==> config.mk <==
export PLATFORM = sky130hd
export DESIGN_NAME = pwm_output_sequencer
export DESIGN_NICKNAME = d
export VERILOG_FILES = /design/src/rtl/pwm_seq_pkg.sv /design/src/rtl/level_sync.sv /design/src/rtl/gap_timer.sv /design/src/rtl/pwm_output_sequencer.sv
export SDC_FILE = /design/constraint.sdc
export NUM_CORES = 1
export LEC_CHECK = 0
export BUFFER_PORTS_ARGS = -buffer_cell sky130_fd_sc_hd__buf_2
export CORE_AREA = 2 2 100 102
export DETAILED_ROUTE_END_ITERATION = 8
export DIE_AREA = 0 0 102 104
export GPL_TIMING_DRIVEN = 0
export PLACE_DENSITY = 0.71
export SLEW_MARGIN = 20
export SYNTH_ARGS = -nofsm -noshare
export SYNTH_HDL_FRONTEND = slang
export SYNTH_HIERARCHICAL = 1
export SYNTH_SLANG_ARGS = --single-unit
==> constraint.sdc <==
create_clock -name clk_sys_i -period 7.8 [get_ports clk_sys_i]
set_clock_uncertainty 0.15 [all_clocks]
set_input_delay 1.95 -clock clk_sys_i [delete_from_list [all_inputs] [get_ports clk_sys_i]]
set_output_delay 1.95 -clock clk_sys_i [all_outputs]
set_load 0.05 [all_outputs]
==> src/rtl/pwm_seq_pkg.sv <==
// Summary of operation
// - Second primary switches only in 50% mode.
// - First primary drives the main switch.
// - Second rectifier active only in 50% mode.
// - Rectifiers stay off until soft start passes.
// - Wait off-to-rectify gap before rectifier on.
// - Wait rectify-to-on gap before primary on.
// - Fixed variant uses 50 ns gaps.
// - Open gap pins give minimum 8 ns gap.
// - Gaps matter only after soft start ends.
// - Ignore current trip during blanking after rise.
// - Minimum on-time is blanking plus logic delay.
// - Skip pulse on low error, low duty.
// - Rectifiers stay on while skipping after start.
// - Rectifiers stay off when skipping in start.
// - Skip equally on both primaries in 50%.
// - No-rectifier variant runs only 50% mode.
// - Primary and rectifier counts are parameters.
// - Pulse starts at clock, ends on trip.
// - Frame clock runs twice the switching rate.
package pwm_seq_pkg;

  // Clock and time figures; cycle counts round up for least times.
  localparam int unsigned CLK_PERIOD_NS = 20;
  localparam int unsigned FIXED_GAP_NS = 50;
  localparam int unsigned MIN_GAP_NS = 8;
  localparam int unsigned FIXED_BLANK_NS = 50;
  localparam logic [7:0] FIXED_GAP_CYC =
    8'((FIXED_GAP_NS + CLK_PERIOD_NS - 1) / CLK_PERIOD_NS);
  localparam logic [7:0] MIN_GAP_CYC = 8'((MIN_GAP_NS + CLK_PERIOD_NS - 1) / CLK_PERIOD_NS);
  localparam logic [7:0] FIXED_BLANK_CYC =
    8'((FIXED_BLANK_NS + CLK_PERIOD_NS - 1) / CLK_PERIOD_NS);

  // Duty-limit strap codes.
  localparam logic [1:0] DUTY_SEL_FULL = 2'h0;
  localparam logic [1:0] DUTY_SEL_75 = 2'h1;
  localparam logic [1:0] DUTY_SEL_HALF = 2'h2;

  // Reset values and counter layout.
  localparam logic [1:0] MODE_RESET = DUTY_SEL_FULL;
  localparam int unsigned CNT_W = 12;
  localparam logic [7:0] CNT8_MAX = 8'hff;
  localparam logic [CNT_W-1:0] CNT_MAX = 12'hfff;
  localparam logic [2:0] SYNC_RESET = 3'h0;

  // Pulse phase, Gray along off, blank, on.
  typedef enum logic [1:0] {
    PH_OFF = 2'h0,
    PH_BLANK = 2'h1,
    PH_ON = 2'h3
  } pulse_phase_type;

endpackage

==> src/rtl/level_sync.sv <==
`timescale 1ns/1ps
`default_nettype none
module level_sync (
  input wire logic clk_sys_i,
  input wire logic reset_n_i,
  input wire logic [2:0] async_i,
  output logic [2:0] sync_o
);
  logic [2:0] meta_ff;
  logic [2:0] sync_ff;

  // Two flops per comparator decision; only the second flop is read.
  always_ff @(posedge clk_sys_i) begin
    if (!reset_n_i) begin
      meta_ff <= pwm_seq_pkg::SYNC_RESET;
      sync_ff <= pwm_seq_pkg::SYNC_RESET;
    end else begin
      meta_ff <= async_i;
      sync_ff <= meta_ff;
    end
  end

  assign sync_o = sync_ff;
endmodule
`default_nettype wire

==> src/rtl/gap_timer.sv <==
`timescale 1ns/1ps
`default_nettype none
module gap_timer (
  input wire logic clk_sys_i,
  input wire logic reset_n_i,
  input wire logic req_i,
  input wire logic [7:0] delay_i,
  output logic drive_o
);
  logic [7:0] cnt_ff;
  logic drive_ff;

  // The drive rises delay_i + 1 edges after the request rises and drops
  // on the edge after the request falls, so turn-off is never delayed.
  always_ff @(posedge clk_sys_i) begin
    if (!reset_n_i) begin
      cnt_ff <= 8'h00;
      drive_ff <= 1'b0;
    end else if (!req_i) begin
      cnt_ff <= 8'h00;
      drive_ff <= 1'b0;
    end else if (cnt_ff >= delay_i) begin
      drive_ff <= 1'b1;
    end else begin
      cnt_ff <= cnt_ff + 8'h01;
    end
  end

  assign drive_o = drive_ff;
endmodule
`default_nettype wire

==> src/rtl/pwm_output_sequencer.sv <==
`timescale 1ns/1ps
`default_nettype none
module pwm_output_sequencer #(
  parameter int unsigned NUM_PRIMARY = 2,
  parameter int unsigned NUM_RECT = 2,
  parameter bit GAP_PROGRAMMABLE = 1'b1,
  parameter bit BLANK_PROGRAMMABLE = 1'b1
) (
  input wire logic clk_sys_i,
  input wire logic reset_n_i,
  input wire logic frame_clk_i,
  input wire logic [1:0] duty_limit_select_i,
  input wire logic ss_above_i,
  input wire logic err_low_i,
  input wire logic peak_trip_i,
  input wire logic gap_pins_open_i,
  input wire logic [7:0] primary_to_rect_delay_set_i,
  input wire logic [7:0] rect_to_primary_delay_set_i,
  input wire logic [7:0] blank_time_set_i,
  output logic primary_drive_a_o,
  output logic primary_drive_b_o,
  output logic rectifier_drive_a_o,
  output logic rectifier_drive_b_o,
  output logic pulse_skipping_o
);
  pwm_seq_pkg::pulse_phase_type phase_state_ff;
  logic [1:0] mode_ff;
  logic strap_taken_ff;
  logic frame_prev_ff;
  logic half_period_ff;
  logic ch_sel_ff;
  logic skip_ff;
  logic low_duty_ff;
  logic [7:0] blank_cnt_ff;
  logic [7:0] on_run_ff;
  logic [pwm_seq_pkg::CNT_W-1:0] period_cnt_ff;
  logic [pwm_seq_pkg::CNT_W-1:0] on_cnt_ff;
  logic [7:0] prim_low_cnt_ff;
  logic [7:0] rect_low_cnt_ff;
  logic [2:0] sync_w;
  logic ss_done;
  logic err_low;
  logic peak_trip;
  logic half_mode;
  logic frame_rise;
  logic frame_fall;
  logic period_start;
  logic limit_hit;
  logic pulse_on;
  logic prim_now;
  logic nxt_skip;
  logic [7:0] ps_eff;
  logic [7:0] sp_eff;
  logic [7:0] sp_run;
  logic [7:0] blank_eff;
  logic [1:0] prim_req;
  logic [1:0] rect_want;
  logic [1:0] prim_out;
  logic [1:0] rect_out;

  // Comparator decisions arrive through a two-flop synchroniser.
  level_sync u_sync (
    .clk_sys_i(clk_sys_i),
    .reset_n_i(reset_n_i),
    .async_i({peak_trip_i, err_low_i, ss_above_i}),
    .sync_o(sync_w)
  );
  assign ss_done = sync_w[0];
  assign err_low = sync_w[1];
  assign peak_trip = sync_w[2];

  // The strap is caught once after reset release; a strap is static wiring.
  always_ff @(posedge clk_sys_i) begin
    if (!reset_n_i) begin
      mode_ff <= pwm_seq_pkg::MODE_RESET;
      strap_taken_ff <= 1'b0;
    end else if (!strap_taken_ff) begin
      mode_ff <= duty_limit_select_i;
      strap_taken_ff <= 1'b1;
    end
  end

  // A variant without rectifiers knows only the half limit.
  assign half_mode = (mode_ff == pwm_seq_pkg::DUTY_SEL_HALF) || (NUM_RECT == 0);

  // Gap and blanking lengths per variant, in cycles.
  always_comb begin
    if (!GAP_PROGRAMMABLE) begin
      ps_eff = pwm_seq_pkg::FIXED_GAP_CYC;
      sp_eff = pwm_seq_pkg::FIXED_GAP_CYC;
    end else if (gap_pins_open_i) begin
      ps_eff = pwm_seq_pkg::MIN_GAP_CYC;
      sp_eff = pwm_seq_pkg::MIN_GAP_CYC;
    end else begin
      ps_eff = primary_to_rect_delay_set_i;
      sp_eff = rect_to_primary_delay_set_i;
    end
    blank_eff = BLANK_PROGRAMMABLE ? blank_time_set_i : pwm_seq_pkg::FIXED_BLANK_CYC;
  end

  // Rectifiers are off in soft start, so no gap is waited there.
  assign sp_run = ss_done ? sp_eff : 8'h00;

  // Two frame clock cycles make one switching period.
  // The previous sample tracks the free-running pin even in reset, so a
  // frame clock that is high at release is not mistaken for a rising edge.
  always_ff @(posedge clk_sys_i) begin
    if (!reset_n_i) begin
      frame_prev_ff <= frame_clk_i;
      half_period_ff <= 1'b0;
    end else begin
      frame_prev_ff <= frame_clk_i;
      if (frame_rise) begin
        half_period_ff <= ~half_period_ff;
      end
    end
  end

  assign frame_rise = frame_clk_i & ~frame_prev_ff;
  assign frame_fall = ~frame_clk_i & frame_prev_ff;
  assign period_start = frame_rise & half_period_ff;

  // Duty limit: the mid-period edge for half, the second fall for 75%.
  always_comb begin
    if (half_mode) begin
      limit_hit = frame_rise & ~half_period_ff;
    end else if (mode_ff == pwm_seq_pkg::DUTY_SEL_75) begin
      limit_hit = frame_fall & half_period_ff;
    end else begin
      limit_hit = 1'b0;
    end
  end

  // Skip is decided on channel A periods and reused for B, so both
  // primaries always lose the same number of pulses.
  assign nxt_skip = (half_mode && !ch_sel_ff) ? skip_ff : (err_low & low_duty_ff);

  always_ff @(posedge clk_sys_i) begin
    if (!reset_n_i) begin
      ch_sel_ff <= 1'b0;
      skip_ff <= 1'b0;
    end else if (period_start) begin
      ch_sel_ff <= half_mode & ~ch_sel_ff;
      skip_ff <= nxt_skip;
    end
  end

  // Duty of the ending period is judged against a quarter period.
  always_ff @(posedge clk_sys_i) begin
    if (!reset_n_i) begin
      period_cnt_ff <= '0;
      on_cnt_ff <= '0;
      low_duty_ff <= 1'b0;
    end else if (period_start) begin
      period_cnt_ff <= '0;
      on_cnt_ff <= '0;
      low_duty_ff <= ({on_cnt_ff, 2'b00} < {2'b00, period_cnt_ff});
    end else begin
      if (period_cnt_ff != pwm_seq_pkg::CNT_MAX) begin
        period_cnt_ff <= period_cnt_ff + 12'h001;
      end
      if (prim_now && on_cnt_ff != pwm_seq_pkg::CNT_MAX) begin
        on_cnt_ff <= on_cnt_ff + 12'h001;
      end
    end
  end

  // Pulse phase: on at the period edge, blind to trips while blanking,
  // then off at the peak trip or at the duty limit.
  always_ff @(posedge clk_sys_i) begin
    if (!reset_n_i) begin
      phase_state_ff <= pwm_seq_pkg::PH_OFF;
    end else begin
      case (phase_state_ff)
        pwm_seq_pkg::PH_OFF: begin
          if (period_start && !nxt_skip) begin
            phase_state_ff <= pwm_seq_pkg::PH_BLANK;
          end
        end
        pwm_seq_pkg::PH_BLANK: begin
          if (period_start && nxt_skip) begin
            phase_state_ff <= pwm_seq_pkg::PH_OFF;
          end else if (limit_hit) begin
            phase_state_ff <= pwm_seq_pkg::PH_OFF;
          end else if (prim_now && blank_cnt_ff >= blank_eff) begin
            phase_state_ff <= pwm_seq_pkg::PH_ON;
          end
        end
        pwm_seq_pkg::PH_ON: begin
          if (period_start && nxt_skip) begin
            phase_state_ff <= pwm_seq_pkg::PH_OFF;
          end else if (limit_hit || peak_trip) begin
            phase_state_ff <= pwm_seq_pkg::PH_OFF;
          end
        end
        default: begin
          phase_state_ff <= pwm_seq_pkg::PH_OFF;
        end
      endcase
    end
  end

  // Blanking counts only while a primary gate is really high.
  always_ff @(posedge clk_sys_i) begin
    if (!reset_n_i) begin
      blank_cnt_ff <= 8'h00;
    end else if (phase_state_ff != pwm_seq_pkg::PH_BLANK) begin
      blank_cnt_ff <= 8'h00;
    end else if (prim_now && blank_cnt_ff != pwm_seq_pkg::CNT8_MAX) begin
      blank_cnt_ff <= blank_cnt_ff + 8'h01;
    end
  end

  assign pulse_on = (phase_state_ff != pwm_seq_pkg::PH_OFF);
  assign prim_now = |prim_out;

  // Channel A is the main switch; B runs only on alternate half-mode periods.
  assign prim_req[0] = pulse_on & ~(half_mode & ch_sel_ff);
  assign prim_req[1] = pulse_on & half_mode & ch_sel_ff & (NUM_PRIMARY == 2);
  // Rectifiers follow their primary, held off until soft start has passed.
  assign rect_want[0] = ss_done & (NUM_RECT >= 1) & ~prim_req[0];
  assign rect_want[1] = ss_done & (NUM_RECT == 2) & half_mode & ~prim_req[1];

  // Each gate waits for its partner to be off for the matching gap.
  for (genvar i = 0; i < 2; i++) begin : g_chan
    gap_timer u_prim_gap (
      .clk_sys_i(clk_sys_i),
      .reset_n_i(reset_n_i),
      .req_i(prim_req[i] & ~rect_out[i]),
      .delay_i(sp_run),
      .drive_o(prim_out[i])
    );
    gap_timer u_rect_gap (
      .clk_sys_i(clk_sys_i),
      .reset_n_i(reset_n_i),
      .req_i(rect_want[i] & ~prim_out[i]),
      .delay_i(ps_eff),
      .drive_o(rect_out[i])
    );
  end

  assign primary_drive_a_o = prim_out[0];
  assign primary_drive_b_o = prim_out[1];
  assign rectifier_drive_a_o = rect_out[0];
  assign rectifier_drive_b_o = rect_out[1];
  assign pulse_skipping_o = skip_ff;

  // Helper counters for the checks below: gate high time, partner low time.
  always_ff @(posedge clk_sys_i) begin
    if (!reset_n_i) begin
      on_run_ff <= 8'h00;
      prim_low_cnt_ff <= 8'h00;
      rect_low_cnt_ff <= 8'h00;
    end else begin
      on_run_ff <= !prim_now ? 8'h00 :
        (on_run_ff == pwm_seq_pkg::CNT8_MAX) ? on_run_ff : on_run_ff + 8'h01;
      prim_low_cnt_ff <= prim_out[0] ? 8'h00 :
        (prim_low_cnt_ff == pwm_seq_pkg::CNT8_MAX) ? prim_low_cnt_ff : prim_low_cnt_ff + 8'h01;
      rect_low_cnt_ff <= rect_out[0] ? 8'h00 :
        (rect_low_cnt_ff == pwm_seq_pkg::CNT8_MAX) ? rect_low_cnt_ff : rect_low_cnt_ff + 8'h01;
    end
  end

  // Second primary never drives outside the half limit.
  AST_B_ONLY_HALF: assert property (@(posedge clk_sys_i) disable iff (!reset_n_i)
    !half_mode |-> !primary_drive_b_o)
    else $error("Second primary active outside half mode.");

  AST_RECT_B_ONLY_HALF: assert property (@(posedge clk_sys_i) disable iff (!reset_n_i)
    !half_mode |-> !rectifier_drive_b_o)
    else $error("Second rectifier active outside half mode.");

  AST_RECT_OFF_IN_START: assert property (@(posedge clk_sys_i) disable iff (!reset_n_i)
    !ss_done |=> !rectifier_drive_a_o && !rectifier_drive_b_o)
    else $error("Rectifier on during soft start.");

  AST_OFF_TO_RECT_GAP: assert property (@(posedge clk_sys_i) disable iff (!reset_n_i)
    $rose(rectifier_drive_a_o) |-> prim_low_cnt_ff > ps_eff)
    else $error("Rectifier rose before the off-to-rectify gap.");

  AST_RECT_TO_ON_GAP: assert property (@(posedge clk_sys_i) disable iff (!reset_n_i)
    $rose(primary_drive_a_o) && ss_done |-> rect_low_cnt_ff > sp_eff)
    else $error("Primary rose before the rectify-to-on gap.");

  AST_TRIP_AFTER_BLANK: assert property (@(posedge clk_sys_i) disable iff (!reset_n_i)
    phase_state_ff == pwm_seq_pkg::PH_ON && peak_trip |-> on_run_ff >= blank_eff)
    else $error("Pulse ended by trip inside the blanking time.");

  AST_SKIP_NO_PULSE: assert property (@(posedge clk_sys_i) disable iff (!reset_n_i)
    period_start && !half_mode && err_low && low_duty_ff |=> !pulse_on ##1 !prim_now)
    else $error("Primary pulse not skipped.");

  AST_SKIP_RECT_HOLD: assert property (@(posedge clk_sys_i) disable iff (!reset_n_i)
    skip_ff && ss_done && !pulse_on && rectifier_drive_a_o |=> rectifier_drive_a_o)
    else $error("Rectifier dropped during pulse skipping.");

  AST_EQUAL_SKIP: assert property (@(posedge clk_sys_i) disable iff (!reset_n_i)
    period_start && half_mode && !ch_sel_ff |=> ch_sel_ff && $stable(skip_ff))
    else $error("Second primary period skipped unlike the first.");

  AST_HALF_LIMIT: assert property (@(posedge clk_sys_i) disable iff (!reset_n_i)
    half_mode && limit_hit && !period_start |=> !pulse_on ##2 !prim_now)
    else $error("Pulse ran past half of the period.");
endmodule
`default_nettype wire

# --- Word level (Yosys, flattened, before mapping) ---
# Cells that the tools add are included.
word_totals:
  register_bits: 84
  out_inout_bits: 5
  elab_cells: 108
  input_bits: 33
op_classes:
  n_eq_ne: 11
  n_mux: 14
  order_cmp: 6
  n_bitwise: 30
  reduce_logical: 19
  addsub: 7
op_table:
  columns: ["op", "n"]
  rows:
  - ["adder 8 x 1 -> 8 bit, second input constant", 5]
  - [">= comparator 8 bit", 5]
  - ["adder 12 x 1 -> 12 bit, second input constant", 2]
  - ["2-to-1 mux 8 bit", 3]
  - ["!= test 12 bit, second input constant", 2]
  - ["bitwise AND 1 bit", 18]
  - ["less-than comparator 14 x 12 -> 1 bit", 1]
  - ["2-to-1 mux 2 bit", 6]
  - ["inverter 1 bit", 12]
  - ["!= test 8 bit, second input constant", 1]
  - ["AND reduction 2 bit", 4]
  - ["logical AND 1 bit", 6]
  - ["case mux 2 bit (3 select lines)", 1]
  - ["OR reduction 2 bit", 3]
  - ["== test 2 x 1 -> 1 bit, second input constant", 2]
  - ["== test 2 bit, second input constant", 2]
  - ["2-to-1 mux 1 bit", 4]
  - ["!= test 4 bit, second input constant", 1]
  - ["!= test 3 bit, second input constant", 1]
  - ["AND reduction 3 bit", 1]
  - ["zero test 1 bit", 2]
  - ["zero test 2 bit", 1]
  - ["!= test 2 x 1 -> 1 bit, second input constant", 1]
  - ["!= test 2 bit, second input constant", 1]
  - ["2 further kinds", 2]

# --- Depth between registers and ports, before layout ---
logic_depth:
  word_depth: 9
  ltp_mapped: 10
  ltp_nobuf: 9

# --- Modules after synthesis ---
# Netlist, hierarchy kept.
by_module_without_submodules:
  columns: ["module", "area_per_inst_um2", "instances", "cells_each", "seq_area_each_um2"]
  rows:
  - ["pwm_output_sequencer", 2496.1, 1, 298, 840.8]
  - ["gap_timer", 573.0, 4, 70, 180.2]
  - ["level_sync", 157.7, 1, 12, 120.1]

# --- Worst setup path after synthesis ---
# OpenSTA, ideal clock, no wires.
synth_path:
  kind: "input -> register"
  startpoint: "in gap_pins_open_i"
  endpoint: "reg g_chan[1].u_prim_gap.cnt_ff[5]"
  setup_time_ns: 0.071
  arrival_time_ns: 3.859
  n_path_buf: 0
  path_stages: 9
  slack_ns: 3.720
  path_cell_list: "nor2b_1 -> and2_1 -> inv_1 -> ha_1 -> a211o_1 -> a31oi_1 -> o311ai_1 -> or4_1 -> a21oi_1"
synth_between:
  elab_chain_cells: 3
synth_lines:
  columns: ["element", "line", "text"]
  rows:
  - ["start, declared", "pwm_output_sequencer.sv:16", "input wire logic gap_pins_open_i,"]
  - ["2-to-1 mux 8 bit", "pwm_output_sequencer.sv:91", "end else if (gap_pins_open_i) begin"]
  - ["2-to-1 mux 8 bit", "pwm_output_sequencer.sv:102", "assign sp_run = ss_done ? sp_eff : 8'h00;"]
  - ["named net sp_run[2]", "pwm_output_sequencer.sv:54", "logic [7:0] sp_run;"]
  - [">= comparator 8 bit", "gap_timer.sv:22", "end else if (cnt_ff >= delay_i) begin"]
  - ["end signal, assigned", "gap_timer.sv:25", "cnt_ff <= cnt_ff + 8'h01;"]
  - ["end, declared", "gap_timer.sv:10", "logic [7:0] cnt_ff;"]
# The timed path passes the listed nets, and every way through them passes these cells.
# A chain may end at the register's enable or synchronous reset.

# --- Worst setup path in the final report ---
layout_path:
  startpoint: "in gap_pins_open_i"
  endpoint: "reg g_chan[0].u_prim_gap.cnt_ff[1]"
layout_between:
  elab_chain_cells: 3
layout_lines:
  columns: ["element", "line"]
  rows:
  - ["2-to-1 mux 8 bit", "pwm_output_sequencer.sv:91"]
  - ["2-to-1 mux 8 bit", "pwm_output_sequencer.sv:102"]
  - ["named net sp_run[2]", "pwm_output_sequencer.sv:54"]
  - [">= comparator 8 bit", "gap_timer.sv:22"]
  - ["end signal, assigned", "gap_timer.sv:25"]
  - ["end, declared", "gap_timer.sv:10"]
# The timed path passes the listed nets, and every way through them passes these cells.

==> impl_metrics.ini <==
[synthesis]
mappedNetlistArea_mm2 = 0.00495
ys_ff_latch = 84
synth_nets = 681
yosysUniqueCellTypes = 51
dominantRegCellSynth = dfxtp_1
synth_cells = 590
seq_area_frac_synth_pct = 34.0
synth_edf_count = 0
yosysWarnings = 6
avgSynthCellArea_um2 = 8.38
async_flop_share_pct = 0

[cts]
clk_pin_slew_ns = 0.08
h-tree-depth = 3
root_buffer = clkbuf_8
postCtsSetupRepairBufs = 0
cts-buffers-inserted = 9
clockBufferDepth = 2
tritoncts = done
insertion_delay_ns = 0.35
clock_sink_count = 84
cts_resized = 0
cts-hold-fix-buffers = 0

[routing]
drc_errors = 0
drt-total-wl_um = 10100
viasPerCell = 5.55
wl_per_cell_um = 13.0
firstDrtPassIters = 6
detail-route-antenna-nets = 0
vias = 4298
drt_iter0_drc = 131

[final_layout]
nets = 729
area_growth_pct = 11.0
regArea_mm2 = 0.00168
drive_above_1_share_pct = 9.97
n_fill_cell = 918
fin_cells = 775
multi_input_area_mm2 = 0.00298
fin_util_pct = 57.5
antennaDiodeCount = 0
stdcell_area_mm2 = 0.00549

[sta]
finalSetupViolCount = 0
rsz0062_at_grt = no
fin_crit_sh_pct = 55.8
slew_headroom_pct = 44.4
min_period_ns = 4.35
tightestPinTransition_ns = 0.821
fmax_ghz = 0.230
hold_ws_ns = 0.294
final_max_slew_viol_count = 0
hold_viol = 0
setup_tns_ns = 0
finalWorstSetupSlack_ns = 3.45

[pwr]
power_mw = 0.825
ir_worst_vdd_v = 0.0000866
power.density_mw_per_mm2 = 150
leakage_nw = 2.13

[min_path]
hold_class = reg2reg
hold_end = u_sync/sync_o[0]
worst_hold_path.num_cells = 1
min-delay-start = u_sync/meta_ff[0]

[worst_setup_path]
arrival_ns = 4.44
required_ns = 7.89
worstSetupPathType = in2reg
critPathSlowestCell = o311ai_1
r2r_cells = 10
max_stage_delay_ns = 0.69
worstReg2RegEnd = g_chan[0].u_prim_gap/cnt_ff[1]
crit-reg2reg-launch = u_sync/sync_o[0]
path_common_cell = buf_2
cp_max_fo = 10
path_cells = buf_2 -> nor2b_1 -> and2_1 -> inv_1 -> ha_1 -> a211o_1 -> a31oi_1 -> o311ai_1 -> buf_2 -> mux2i_1 -> nor2_1
worst-r2r-setup-slack_ns = 4.82
start_kind = input port
end_kind = register

[floorplanning]
start_util_pct = 51.8
die_h_um = 104
core_area_mm2 = 0.00955
die_width_um = 102
rows = 36
dieArea_mm2 = 0.0106
io_pins = 38

[global_route]
grt_pass1_wl_um = 17900
grt_overflow_total = 0
grt_use_total_pct = 20.4
antenna_found_initial = 0
grt_max_degree = 14
grt_pass1_vias = 4148

[placed_design]
dpl_cell_area_mm2 = 0.00530
placed_cells = 760
gp_congestion = 0.836
portBuffers = 37
dpl_worst_slack_ns = 3.13
place_hpwl_um = 7810

[job]
cap_violations = 0

[status]
status = complete, no violations
==> kinds of logic after synthesis <==
logic type / synth area share, %
flip-flops: 34.0
XOR/XNOR: 3.87
AO/OA/AOI/OAI: 15.7
multiplexers: 1.82
buffers and inverters: 5.72
AND/OR/NAND/NOR: 24.2
adder cells (fa/ha/maj): 14.7
==> synth_stat cells (2+ instances only) <==
master,instances,area share [%]
and2_1,20,2.5
o311ai_1,4,0.71
a31oi_1,10,1.3
nand3_1,19,1.9
o21a_1,2,0.30
nand4_1,14,1.8
clkbuf_1,3,0.23
buf_2,4,0.40
nor2_1,56,4.2
o211ai_1,8,1.2
nor2b_1,14,1.8
nand2_1,38,2.9
dfxtp_1,84,34
nor3b_1,2,0.30
xor2_1,8,1.4
or3_1,14,1.8
and4b_1,2,0.40
and4_1,4,0.71
a211o_1,8,1.4
buf_1,2,0.15
o21ai_0,17,1.7
a21oi_1,41,4.1
o31ai_1,12,1.8
inv_1,62,4.7
ha_1,58,15
a21o_1,3,0.46
nand2b_1,12,1.5
mux2i_1,9,1.8
a41oi_1,2,0.35
nor3_1,8,0.81
or4_1,12,1.8
or2_2,2,0.25
a211oi_1,7,1.1
xnor2_1,12,2.1
==> flip-flops by register name, summed over array words and instances (netlist names), 3 cells and up <==
signal / flops
on_cnt_ff: 12
period_cnt_ff: 12
u_sync/meta_ff: 3
g_chan.u_rect_gap/cnt_ff: 16
blank_cnt_ff: 8
g_chan.u_prim_gap/cnt_ff: 16
u_sync/sync_o: 3
==> how the worst max path moves through the flow <==
stage / startpoint / endpoint / slack, ns / depth (start not counted)
floorplan: gap_pins_open_i / g_chan[1].u_prim_gap/cnt_ff[5] / 3.72 / 9
global placement: gap_pins_open_i / g_chan[0].u_prim_gap/cnt_ff[1] / 3.24 / 11
detailed placement: gap_pins_open_i / g_chan[0].u_prim_gap/cnt_ff[1] / 3.13 / 11
CTS: gap_pins_open_i / g_chan[0].u_prim_gap/cnt_ff[1] / 3.50 / 11
global route: gap_pins_open_i / g_chan[0].u_prim_gap/cnt_ff[1] / 3.24 / 10
finish: gap_pins_open_i / g_chan[0].u_prim_gap/cnt_ff[1] / 3.45 / 11
==> critical path, delay by kind of cell <==
kind / cells / cell delay (ns)
buffers and inverters: 3 / 0.55
adder cells (fa/ha/maj): 1 / 0.29
AO/OA/AOI/OAI: 3 / 0.85
multiplexers: 1 / 0.20
AND/OR/NAND/NOR: 3 / 0.60
==> power breakdown <==
group          internal [mW]  total, mW  switching, mW
combinational         0.0291     0.0701         0.0410
clock                  0.155      0.312          0.157
sequential             0.435      0.443        0.00784
==> placed cells by master, fill, tap and decap left out, drive strengths merged, types with 17 or more instances in the layout <==
| cell type | synthesis | final |
|---|---|---|
| a21oi | 41 | 41 |
| and2 | 20 | 20 |
| buf | 7 | 44 |
| dfxtp | 84 | 84 |
| ha | 58 | 58 |
| inv | 62 | 62 |
| nand2 | 38 | 38 |
| nand3 | 19 | 19 |
| nor2 | 57 | 57 |
| o21ai | 17 | 17 |
==> cell type report <==
| class | instances | area share (%) |
|---|---|---|
| plain buffers | 10 | 0.912 |
| clock inverters | 4 | 0.912 |
| clock buffers | 11 | 2.58 |
| repair buffers | 37 | 3.37 |
| flip-flops and latches | 84 | 30.6 |
| well taps | 133 | 3.03 |
| multi-input cells | 434 | 54.3 |
| inverters | 62 | 4.24 |
==> layer usage <==
metal | routed length, µm | GRT usage (%) | share of wire (%) | vias to the layer above
met5 | 0 | 0 | 0 | -
met4 | 87 | 5.33 | 0.86 | 0
met3 | 364 | 4.23 | 3.6 | 9
met2 | 5080 | 35.9 | 50 | 59
met1 | 4580 | 24.9 | 45 | 2026
li1 | - | - | - | 2204
No activity file was read; power rests on OpenSTA's default activity.
